$ cat config.mk
export PLATFORM = sky130hd
export DESIGN_NAME = acs_ctrl
export DESIGN_NICKNAME = d
export VERILOG_FILES = /design/src/acs_pkg.sv /design/src/acs_ctrl.sv
export VERILOG_INCLUDE_DIRS = /design/src
export SDC_FILE = /design/constraint.sdc
export NUM_CORES = 1
export LEC_CHECK = 0
export CAP_MARGIN = 25
export CORE_MARGIN = 2
export CORE_UTILIZATION = 30
export CTS_CLUSTER_SIZE = 30
export DETAILED_ROUTE_END_ITERATION = 16
export DONT_BUFFER_PORTS = 1
export PLACE_DENSITY = 0.56
export SLEW_MARGIN = 30
export SYNTH_ARGS = -nofsm -noshare
export SYNTH_HDL_FRONTEND = slang
export SYNTH_SLANG_ARGS = --single-unit
export TNS_END_PERCENT = 100
$ cat constraint.sdc
create_clock -name mclk -period 5.85 [get_ports mclk]
set_clock_uncertainty 0.2 [all_clocks]
set_input_delay 0 -clock mclk [delete_from_list [all_inputs] [get_ports mclk]]
set_output_delay 0 -clock mclk [all_outputs]
set_load 0.05 [all_outputs]
$ cat src/acs_map.svh
// register indices, field positions, reset values and bus constants for the scan control
`ifndef ACS_MAP_SVH
`define ACS_MAP_SVH
// register indices; byte address is four times the index
`define ACS_IDX_PINS 8'hC7
`define ACS_IDX_CTRL 8'hD7
`define ACS_IDX_SEL 8'hE7
`define ACS_IDX_RSH 8'hF7
// low-byte results sit at index 8'h86 + 8'h10 * channel
`define ACS_LOW_NIB 4'h6
// control register fields
`define ACS_PRE_HI 7
`define ACS_PRE_LO 6
`define ACS_RSV_BIT 5
`define ACS_DONE_BIT 4
`define ACS_SST_BIT 3
`define ACS_CONT_BIT 2
`define ACS_RISE_BIT 1
`define ACS_FALL_BIT 0
// reset values
`define ACS_CTRL_RST 8'h00
`define ACS_SEL_RST 8'h00
// ahb transfer type
`define ACS_HTRANS_NONSEQ 2'h2
`endif

$ cat src/acs_pkg.sv
// types shared by the scan control block
package acs_pkg;
   // scan sequencer states, one-hot
   typedef enum logic [2:0] {
      ACS_IDLE = 3'b001,
      ACS_ISSUE = 3'b010,
      ACS_WAIT = 3'b100
   } acs_state_type;
endpackage

$ cat src/acs_ctrl.sv
// scan control and register logic of the eight-channel converter, ahb-lite slave
`timescale 1ns/1ns
`include "acs_map.svh"

module acs_ctrl (
   // clock and reset
   input wire logic mclk,
   input wire logic rst,
   // ahb-lite slave
   input wire logic hsel,
   input wire logic [31:0] haddr,
   input wire logic [1:0] htrans,
   input wire logic hwrite,
   input wire logic [2:0] hsize,
   input wire logic [31:0] hwdata,
   input wire logic hready,
   output logic hreadyout,
   output logic hresp,
   output logic [31:0] hrdata,
   // converter core
   output logic conv_start,
   output logic conv_abort,
   output logic [2:0] conv_channel,
   output logic [3:0] conv_divisor,
   input wire logic conv_done,
   input wire logic [9:0] conv_result,
   // pins and trigger
   input wire logic [7:0] analog_pins,
   input wire logic external_trigger_in,
   output logic capture_pulse,
   output logic scan_done_irq
);

   // ********************************
   // helper functions
   // ********************************

   // lowest selected channel at or above a start index, found bit on top
   function automatic logic [3:0] next_chan(input logic [7:0] set, input logic [3:0] from);
      logic [3:0] res;
      res = 4'h0;
      for (int i = 7; i >= 0; i--) begin
         if (set[i] && (4'(i) >= from)) begin
            res = {1'b1, 3'(i)};
         end
      end
      return res;
   endfunction

   // divisor from the two prescale bits
   function automatic logic [3:0] divisor_of(input logic [1:0] code);
      return {1'b0, code, 1'b0} + 4'h2;
   endfunction

   // ********************************
   // bus slave
   // ********************************

   logic wr_pend_r;
   logic rd_pend_r;
   logic rd_load_r;
   logic [7:0] idx_r;
   logic [31:0] hrdata_r;
   logic addr_ok;

   assign addr_ok = hsel && hready && (htrans == `ACS_HTRANS_NONSEQ);
   assign hresp = 1'b0;
   // reads take one wait state so that a write just before is visible
   assign hreadyout = !rd_pend_r;
   assign hrdata = hrdata_r;

   // address phase capture
   always_ff @(posedge mclk or posedge rst) begin
      if (rst) begin
         wr_pend_r <= 1'b0;
         rd_pend_r <= 1'b0;
         rd_load_r <= 1'b0;
         idx_r <= 8'h00;
      end else begin
         wr_pend_r <= addr_ok && hwrite;
         rd_pend_r <= addr_ok && !hwrite;
         rd_load_r <= rd_pend_r;
         if (addr_ok) begin
            idx_r <= haddr[9:2];
         end
      end
   end

   logic wr_ctrl;
   logic wr_sel;
   logic rd_low;
   assign wr_ctrl = wr_pend_r && (idx_r == `ACS_IDX_CTRL);
   assign wr_sel = wr_pend_r && (idx_r == `ACS_IDX_SEL);
   assign rd_low = rd_pend_r && idx_r[7] && (idx_r[3:0] == `ACS_LOW_NIB);

   // ********************************
   // registers
   // ********************************

   logic [1:0] pre_r;
   logic cont_r;
   logic rise_en_r;
   logic fall_en_r;
   logic done_r;
   logic sst_r;
   logic [7:0] sel_r;
   logic [9:0] result_mem [8];
   logic [1:0] high_latch_r;

   // plain control fields and scan-select
   always_ff @(posedge mclk or posedge rst) begin
      if (rst) begin
         pre_r <= 2'(`ACS_CTRL_RST >> `ACS_PRE_LO);
         cont_r <= 1'b0;
         rise_en_r <= 1'b0;
         fall_en_r <= 1'b0;
         sel_r <= `ACS_SEL_RST;
      end else begin
         if (wr_ctrl) begin
            pre_r <= hwdata[`ACS_PRE_HI:`ACS_PRE_LO];
            cont_r <= hwdata[`ACS_CONT_BIT];
            rise_en_r <= hwdata[`ACS_RISE_BIT];
            fall_en_r <= hwdata[`ACS_FALL_BIT];
         end
         if (wr_sel) begin
            sel_r <= hwdata[7:0];
         end
      end
   end

   // divisor to the converter core
   always_ff @(posedge mclk or posedge rst) begin
      if (rst) begin
         conv_divisor <= 4'h2;
      end else begin
         conv_divisor <= divisor_of(pre_r);
      end
   end

   // read data; pins read live, and a low-byte result read also latches the high bits
   always_ff @(posedge mclk or posedge rst) begin
      if (rst) begin
         hrdata_r <= 32'h0000_0000;
      end else if (rd_pend_r) begin
         unique case (1'b1)
            idx_r == `ACS_IDX_PINS: hrdata_r <= {24'h00_0000, analog_pins};
            idx_r == `ACS_IDX_CTRL: hrdata_r <= {24'h00_0000, pre_r, 1'b0, done_r,
                                                 sst_r, cont_r, rise_en_r, fall_en_r};
            idx_r == `ACS_IDX_SEL: hrdata_r <= {24'h00_0000, sel_r};
            idx_r == `ACS_IDX_RSH: hrdata_r <= {30'h0000_0000, high_latch_r};
            rd_low: hrdata_r <= {24'h00_0000, result_mem[idx_r[6:4]][7:0]};
            default: hrdata_r <= 32'h0000_0000;
         endcase
      end
   end

   // ********************************
   // trigger synchroniser and edges
   // ********************************

   logic trig_s1_r;
   logic trig_s2_r;
   logic trig_d_r;
   logic rise_ev;
   logic fall_ev;

   // two-stage sync then one delay for edge detection
   always_ff @(posedge mclk or posedge rst) begin
      if (rst) begin
         trig_s1_r <= 1'b0;
         trig_s2_r <= 1'b0;
         trig_d_r <= 1'b0;
      end else begin
         trig_s1_r <= external_trigger_in;
         trig_s2_r <= trig_s1_r;
         trig_d_r <= trig_s2_r;
      end
   end

   assign rise_ev = rise_en_r && trig_s2_r && !trig_d_r;
   assign fall_ev = fall_en_r && !trig_s2_r && trig_d_r;

   // capture pulse on each enabled edge
   always_ff @(posedge mclk or posedge rst) begin
      if (rst) begin
         capture_pulse <= 1'b0;
      end else begin
         capture_pulse <= rise_ev || fall_ev;
      end
   end

   // ********************************
   // scan sequencer
   // ********************************

   acs_pkg::acs_state_type state_r;
   logic [7:0] set_r;
   logic [2:0] ch_r;
   logic start_req;
   logic start_ok;
   logic abort_req;
   logic [3:0] first;
   logic [3:0] nxt;
   logic loop_end;

   // start from software or trigger, refused while running or empty
   assign start_req = (wr_ctrl && hwdata[`ACS_SST_BIT]) || rise_ev || fall_ev;
   assign start_ok = start_req && !sst_r && (sel_r != 8'h00);
   assign abort_req = wr_ctrl && !hwdata[`ACS_SST_BIT] && sst_r;
   assign first = next_chan(sel_r, 4'h0);
   assign nxt = next_chan(set_r, {1'b0, ch_r} + 4'h1);
   assign loop_end = (state_r == acs_pkg::ACS_WAIT) && conv_done && !nxt[3] && !abort_req;

   // state, channel set and current channel
   always_ff @(posedge mclk or posedge rst) begin
      if (rst) begin
         state_r <= acs_pkg::ACS_IDLE;
         set_r <= 8'h00;
         ch_r <= 3'h0;
      end else begin
         unique case (state_r)
            acs_pkg::ACS_IDLE: begin
               if (start_ok) begin
                  set_r <= sel_r;
                  ch_r <= first[2:0];
                  state_r <= acs_pkg::ACS_ISSUE;
               end
            end
            acs_pkg::ACS_ISSUE: begin
               if (abort_req) begin
                  state_r <= acs_pkg::ACS_IDLE;
               end else begin
                  state_r <= acs_pkg::ACS_WAIT;
               end
            end
            acs_pkg::ACS_WAIT: begin
               if (abort_req) begin
                  state_r <= acs_pkg::ACS_IDLE;
               end else if (conv_done && nxt[3]) begin
                  ch_r <= nxt[2:0];
                  state_r <= acs_pkg::ACS_ISSUE;
               end else if (loop_end && cont_r && (sel_r != 8'h00)) begin
                  set_r <= sel_r;
                  ch_r <= first[2:0];
                  state_r <= acs_pkg::ACS_ISSUE;
               end else if (loop_end) begin
                  state_r <= acs_pkg::ACS_IDLE;
               end
            end
         endcase
      end
   end

   // start-and-status bit
   always_ff @(posedge mclk or posedge rst) begin
      if (rst) begin
         sst_r <= 1'b0;
      end else if (start_ok) begin
         sst_r <= 1'b1;
      end else if (abort_req) begin
         sst_r <= 1'b0;
      end else if (loop_end && !(cont_r && (sel_r != 8'h00))) begin
         sst_r <= 1'b0;
      end
   end

   // completion flag: hardware set wins over software clear
   always_ff @(posedge mclk or posedge rst) begin
      if (rst) begin
         done_r <= 1'b0;
      end else if (loop_end) begin
         done_r <= 1'b1;
      end else if (wr_ctrl && !hwdata[`ACS_DONE_BIT]) begin
         done_r <= 1'b0;
      end
   end

   assign scan_done_irq = done_r;

   // converter strobes
   always_ff @(posedge mclk or posedge rst) begin
      if (rst) begin
         conv_start <= 1'b0;
         conv_abort <= 1'b0;
         conv_channel <= 3'h0;
      end else begin
         conv_start <= (state_r == acs_pkg::ACS_ISSUE) && !abort_req;
         conv_abort <= abort_req;
         conv_channel <= ch_r;
      end
   end

   // result storage, never reset
   always_ff @(posedge mclk) begin
      if ((state_r == acs_pkg::ACS_WAIT) && conv_done && !abort_req) begin
         result_mem[ch_r] <= conv_result;
      end
   end

   // high bits latched on a low-byte read
   always_ff @(posedge mclk) begin
      if (rd_low) begin
         high_latch_r <= result_mem[idx_r[6:4]][9:8];
      end
   end
endmodule

Word-level counts from Yosys, hierarchy flattened
Memories as Yosys holds them, arrays and structs flattened.
Cells that the tools add are included.
{"block": "op_classes", "n_addsub": 2, "n_lt_le_gt_ge": 8, "n_eq_ne": 15, "muxes": 41, "n_reduce_logical": 56}
{"op": "3-bit 2-to-1 mux", "count": 18}
{"op": "8-bit case mux with 5 select lines", "count": 1}
{"op": "1-bit logical AND", "count": 36}
{"op": "8-bit == test, second input constant", "count": 4}
{"op": "4-bit 2-to-1 mux", "count": 8}
{"op": "8-bit 2-to-1 mux", "count": 4}
{"op": "3-bit by 4-bit greater-or-equal comparator with 1-bit output, first input constant", "count": 4}
{"op": "8-bit case mux with 2 select lines", "count": 1}
{"op": "1-bit logical NOT", "count": 10}
{"op": "3-bit case mux with 3 select lines", "count": 1}
{"op": "1-bit by 4-bit greater-or-equal comparator with 1-bit output, first input constant", "count": 2}
{"op": "2-bit by 4-bit greater-or-equal comparator with 1-bit output, first input constant", "count": 2}
{"op": "8-bit nonzero test", "count": 1}
{"op": "1-bit 2-to-1 mux", "count": 7}
{"op": "2-bit inequality test, second input constant", "count": 3}
{"op": "3-bit case mux with 2 select lines", "count": 1}
{"op": "5-bit by 3-bit inequality test with 1-bit output, second input constant", "count": 1}
{"op": "5-bit AND reduction", "count": 1}
{"op": "3-bit by 1-bit adder with 4-bit output, second input constant", "count": 1}
{"op": "3-bit by 2-bit adder with 4-bit output, second input constant", "count": 1}
{"op": "4-bit by 3-bit == test with 1-bit output, second input constant", "count": 1}
{"op": "4-bit AND reduction", "count": 1}
{"op": "2-bit nonzero test", "count": 2}
{"op": "3-bit by 1-bit == test with 1-bit output, second input constant", "count": 1}
{"op": "8 further kinds", "count": 10}
{"block": "totals", "reg_bits": 86, "ram_bits": 80, "in_bits": 94, "word_cells": 146, "mem_count": 1}
{"memory": "result_mem", "depth": 8, "width": 10, "read_ports": 1, "rd_clocked_by_memory_dff": 0, "wr": 1, "line": "acs_ctrl.sv:107", "text": "logic [9:0] result_mem [8];"}

Depth between registers and ports, before layout
{"block": "depth", "word_depth": 20, "depth_mapped": 9, "mapped_depth_nobuf": 8}

Worst setup path before layout
OpenSTA, ideal clock, no wires.
{"block": "synth_timing", "path_kind": "reg-to-reg", "start": "register ch_r[1]", "end": "register set_r[0]", "t_arrival_ns": 2.190, "required_ns": 5.525, "slack_ns": 3.336, "path_stages_with_launch": 9, "path_buffers": 0, "synth_period_minus_slack_ns": 2.514, "cell_sequence": "dfrtp_1 inv_1 ha_1 nand2b_1 nor3_1 o211a_1 nand4_1 a21oi_4 mux2_2"}
{"block": "synth_between", "elab_chain_cells": 18, "elab_cells_between_ends": 34, "cone_classes": "add/sub: 1; order compare: 8; eq/ne: 2; mux: 8; reduce/logical: 15"}
{"element": "from (decl)", "line": "acs_ctrl.sv:198", "text": "logic [2:0] ch_r;"}
{"element": "from (signal assigned)", "line": "acs_ctrl.sv:225", "text": "ch_r <= first[2:0];"}
{"element": "from (signal assigned)", "line": "acs_ctrl.sv:240", "text": "ch_r <= nxt[2:0];"}
{"element": "from (signal assigned)", "line": "acs_ctrl.sv:244", "text": "ch_r <= first[2:0];"}
{"element": "3-bit by 1-bit adder with 4-bit output (*)", "line": "acs_ctrl.sv:211", "text": "assign nxt = next_chan(set_r, {1'b0, ch_r} + 4'h1);"}
{"element": "3-bit by 4-bit greater-or-equal comparator with 1-bit output", "line": "acs_ctrl.sv:43", "text": "if (set[i] && (4'(i) >= from)) begin"}
{"element": "1-bit logical AND", "line": "acs_ctrl.sv:43"}
{"element": "4-bit 2-to-1 mux (7 in a row)", "line": "acs_ctrl.sv:43"}
{"element": "4-bit 2-to-1 mux (*)", "line": "acs_ctrl.sv:43"}
{"element": "1-bit logical NOT", "line": "acs_ctrl.sv:212", "text": "assign loop_end = (state_r == acs_pkg::ACS_WAIT) && conv_done && !nxt[3] && !abort_req;"}
{"element": "1-bit logical AND (2 in a row)", "line": "acs_ctrl.sv:212"}
{"element": "1-bit logical AND (2 in a row)", "line": "acs_ctrl.sv:242", "text": "end else if (loop_end && cont_r && (sel_r != 8'h00)) begin"}
{"element": "2-bit by 1-bit inequality test with 1-bit output (no source line)"}
{"element": "5-bit AND reduction (no source line) (*)"}
{"element": "to (signal assigned)", "line": "acs_ctrl.sv:224", "text": "set_r <= sel_r;"}
{"element": "to (signal assigned)", "line": "acs_ctrl.sv:243", "text": "set_r <= sel_r;"}
{"element": "to (decl)", "line": "acs_ctrl.sv:197", "text": "logic [7:0] set_r;"}
Every way passes the cells marked *; elsewhere a longest branch is shown, timed or not.
A chain may end at the register's enable or synchronous reset.

Worst setup path after layout
Ends and elaborated chain as after synthesis.

==> metrics.txt <==
core area=20300 µm²; Fin. Hold Viols=0; layout cells sized above 1=around 25%; XOR/XNOR Fraction of Synth Area=0.141%; Fillers=just under 2000; area grow syn2layout=20.3%; Horiz. Die Dim=between 100 and 150 µm; Slew headroom=48.5%; # rows=52; Min-Delay Path Class=in2reg; RR Endpoint=set_r[0]$_DFFE_PP0P_; Mapped Cells=about 410; Die ar.=approximately 22000 µm²; gpl congestion=between 0.8 and 0.9; vias=3582; Setup Buffers After CTS=0; crit end category=register; Final TNS setup=0 ps; first-pass GRT wire length=around 22000 µm; Synth cell types=57; vias in the first global route=around 3700; R2R setup slack=2690 ps; post-synthesis mux area share=16.9%; clk_lat worst skew=approximately 400 ps; initial antenna violation count=0; #FFs+latches synth=approximately 140; largest net degree at the start of global routing=60; EDFF count, synth=82; drt total wl=approximately 14000 µm; Clock transition at path regs=approximately 60 ps; post-synthesis compound-gate area fraction=roughly 7.2%; yosys warns=0; # setup viols final=0; gr ovfl total=0; Max Freq=between 0.3 and 0.4 GHz; Max-Cap Viols=0; GRT Overall Usage=a little over an eighth; Main synth FF type=edfxtp_1; Antenna Diode Count=0; multi-input logic area=2120 µm²; CP endpoint=set_r[0]$_DFFE_PP0P_; P_leak=between 2 and 3 nW; final worst path period share=a little over half; post-route ant nets=0; fin area=7490 µm²; post-DP HPWL=between 9000 and 10000 µm; Root Driver=clkbuf_16; Worst Hold Margin=between 20 and 30 ps; CP required=roughly 6000 ps; CP Launch Type=register; largest family of logic cells by synthesized area=multiplexers; Max H-tree Level=4; area of the mapped netlist=roughly 6200 µm²; post-synthesis adder-cell area fraction=0.803%; Post-synth ARST share=between 40% and 50%; placed inst area=6480 µm²; CTS Buf Count=17; RSZ-0062 raised after global routing=false; CTS tree=done; register area share after synthesis=a little over three fifths; drt drc=0; critical path arrival=~3300 ps; r2r worst-path depth=8; crit-path max FO=9; Clock Path Buffers=2; DR WL/cell=around 19 µm; final period demand of the worst path=around 3200 ps; synthesized area per cell=about 15 µm²; I/O Buffers=0; Crit. Startpoint=ch_r[1]$_DFFE_PP0P_; sequential cell area=around 3900 µm²; Initial Util=30.7%; Pre-antenna DRT Iters=4; Worst VDD drop=0.000299 V; Die Span Y=between 100 and 150 µm; Via density=a little under 5; Simple-Gate Fraction of Synth Area=6.79%; Iter 0 DRT Violations=roughly 250; worst-margin pin slew=about 770 ps; status=finished clean; max-slew violation count=0; fin nets=561; CP Class=reg2reg; Top Ports=139; Pwr Density=around 420 nW/µm²; launching point of the worst reg2reg path=ch_r[1]$_DFFE_PP0P_; clk sink count=around 140
## metrics by stage
stage | utilization (%) | instances | power (W) | worst slack [ps]
final | 36.9 | 746 | 0.00312 | 2690
after global routing | 36.9 | 746 | 0.00327 | 2580
after detailed placement | 31.9 | 670 | 0.00206 | 2760
after floorplan | - | 434 | 0.00190 | 3340
after global placement | 31.8 | 670 | 0.00202 | 2870
after CTS | 36.9 | 746 | 0.00315 | 2740
## what timing repair did
item	CTS	global route
hold buffers	44	0
endpoints found under the hold margin	189	0
setup endpoints to repair	0	0
resized for setup	0	0
## how the worst min path moves through the flow
stage | from | to | slack, ps | depth (start not counted)
final | hwdata[3] | sst_r$_DFFE_PP0P_ | 30 | 4
after global routing | hwdata[3] | sst_r$_DFFE_PP0P_ | 60 | 4
after CTS | hwdata[3] | sst_r$_DFFE_PP0P_ | 20 | 4
after detailed placement | external_trigger_in | trig_s1_r$_DFF_PP0_ | -170 | 0
after global placement | external_trigger_in | trig_s1_r$_DFF_PP0_ | -170 | 0
after floorplan | external_trigger_in | trig_s1_r$_DFF_PP0_ | -170 | 0
## layer usage
layer	GRT usage [%]	part of all wire (%)	wire length, µm	vias to the layer above
met4	2.62	0.79	111	0
met5	0	0	0	-
li1	-	-	-	1623
met2	22.1	50	6980	112
met1	17.4	44	6200	1834
met3	4.63	5.4	764	13
## final cells by class
type	instances	area share (%)
clock buffer	17	5.68
tap	270	4.51
multi-input combinational	243	28.3
sequential	141	52.6
inverter	12	0.634
timing repair buffer	48	6.28
clock inverter	15	1.97
## where the power goes
| group | internal [W] | switching, W | leakage, nW |
|---|---|---|---|
| clock network | 0.000626 | 0.000416 | 0.279 |
| logic | 0.000311 | 0.000370 | 1.02 |
| registers | 0.00117 | 0.000228 | 1.45 |
## worst max-delay path: stages (launching register included)
cell	delay, ps
dfrtp_1	590
inv_1	210
ha_1	220
nand2b_1	220
nor3_1	410
o211a_1	300
nand4_1	170
a21oi_4	350
mux2_2	380
## layout by cell type (no fill, tap or decap), types with 5 or more instances in the layout
| master | Yosys | final |
|---|---|---|
| o22ai_1 | 5 | 5 |
| nand3_1 | 6 | 6 |
| o21ai_0 | 13 | 13 |
| a21oi_1 | 5 | 5 |
| dfrtp_1 | 57 | 57 |
| a221oi_1 | 10 | 10 |
| edfxtp_1 | 82 | 82 |
| mux2_2 | 40 | 40 |
| mux2i_1 | 9 | 9 |
| clkbuf_16 | 0 | 17 |
| nand2b_1 | 5 | 5 |
| nand2_1 | 14 | 14 |
| inv_1 | 10 | 9 |
| nor2_2 | 1 | 5 |
| nor2_1 | 31 | 27 |
| dlygate4sd3_1 | 0 | 44 |
| conb_1 | 1 | 26 |
| mux4_2 | 22 | 22 |
## sequential cells by signal, summed over array words and instances (netlist names), 8 cells and up
| name | flops |
|---|---|
| result_mem | 80 |
| hrdata | 8 |
| idx_r | 8 |
| sel_r | 8 |
| set_r | 8 |
## Yosys cell counts, types with 2 or more instances
library cell  instances  area share [%]
nor4_1                3            0.30
nand4b_1              3            0.42
o211ai_1              2            0.24
nand2_1              14            0.84
o21ai_0              13             1.0
a221oi_1             10             1.4
nand3b_1              2            0.24
nand2b_1              5            0.50
a31oi_1               2            0.20
mux2i_1               9             1.4
and2_1                2            0.20
o31ai_1               2            0.24
nor2b_1               2            0.20
nor3_1                5            0.40
clkbuf_1              4            0.24
o21a_1                2            0.24
buf_2                 6            0.48
a21oi_1               5            0.40
o21bai_1              3            0.36
mux2_2               40             7.2
buf_4                27             3.3
nor2_1               31             1.9
inv_1                10            0.60
mux4_2               22             8.0
dfstp_2               2            0.84
edfxtp_1             82              40
ha_1                  4            0.80
nand3_1               6            0.48
dfrtp_1              57              23
o211a_1               2            0.32
o22ai_1               5            0.50
nand4_1               2            0.20
## cells by family after synthesis
group                    Yosys count
AND/OR/NAND/NOR                   81
XOR/XNOR                           1
other                              1
flip-flops                       141
buffers and inverters             50
multiplexers                      72
adder cells (fa/ha/maj)            4
AO/OA/AOI/OAI                     59
Power figures use the tool's default switching activity.
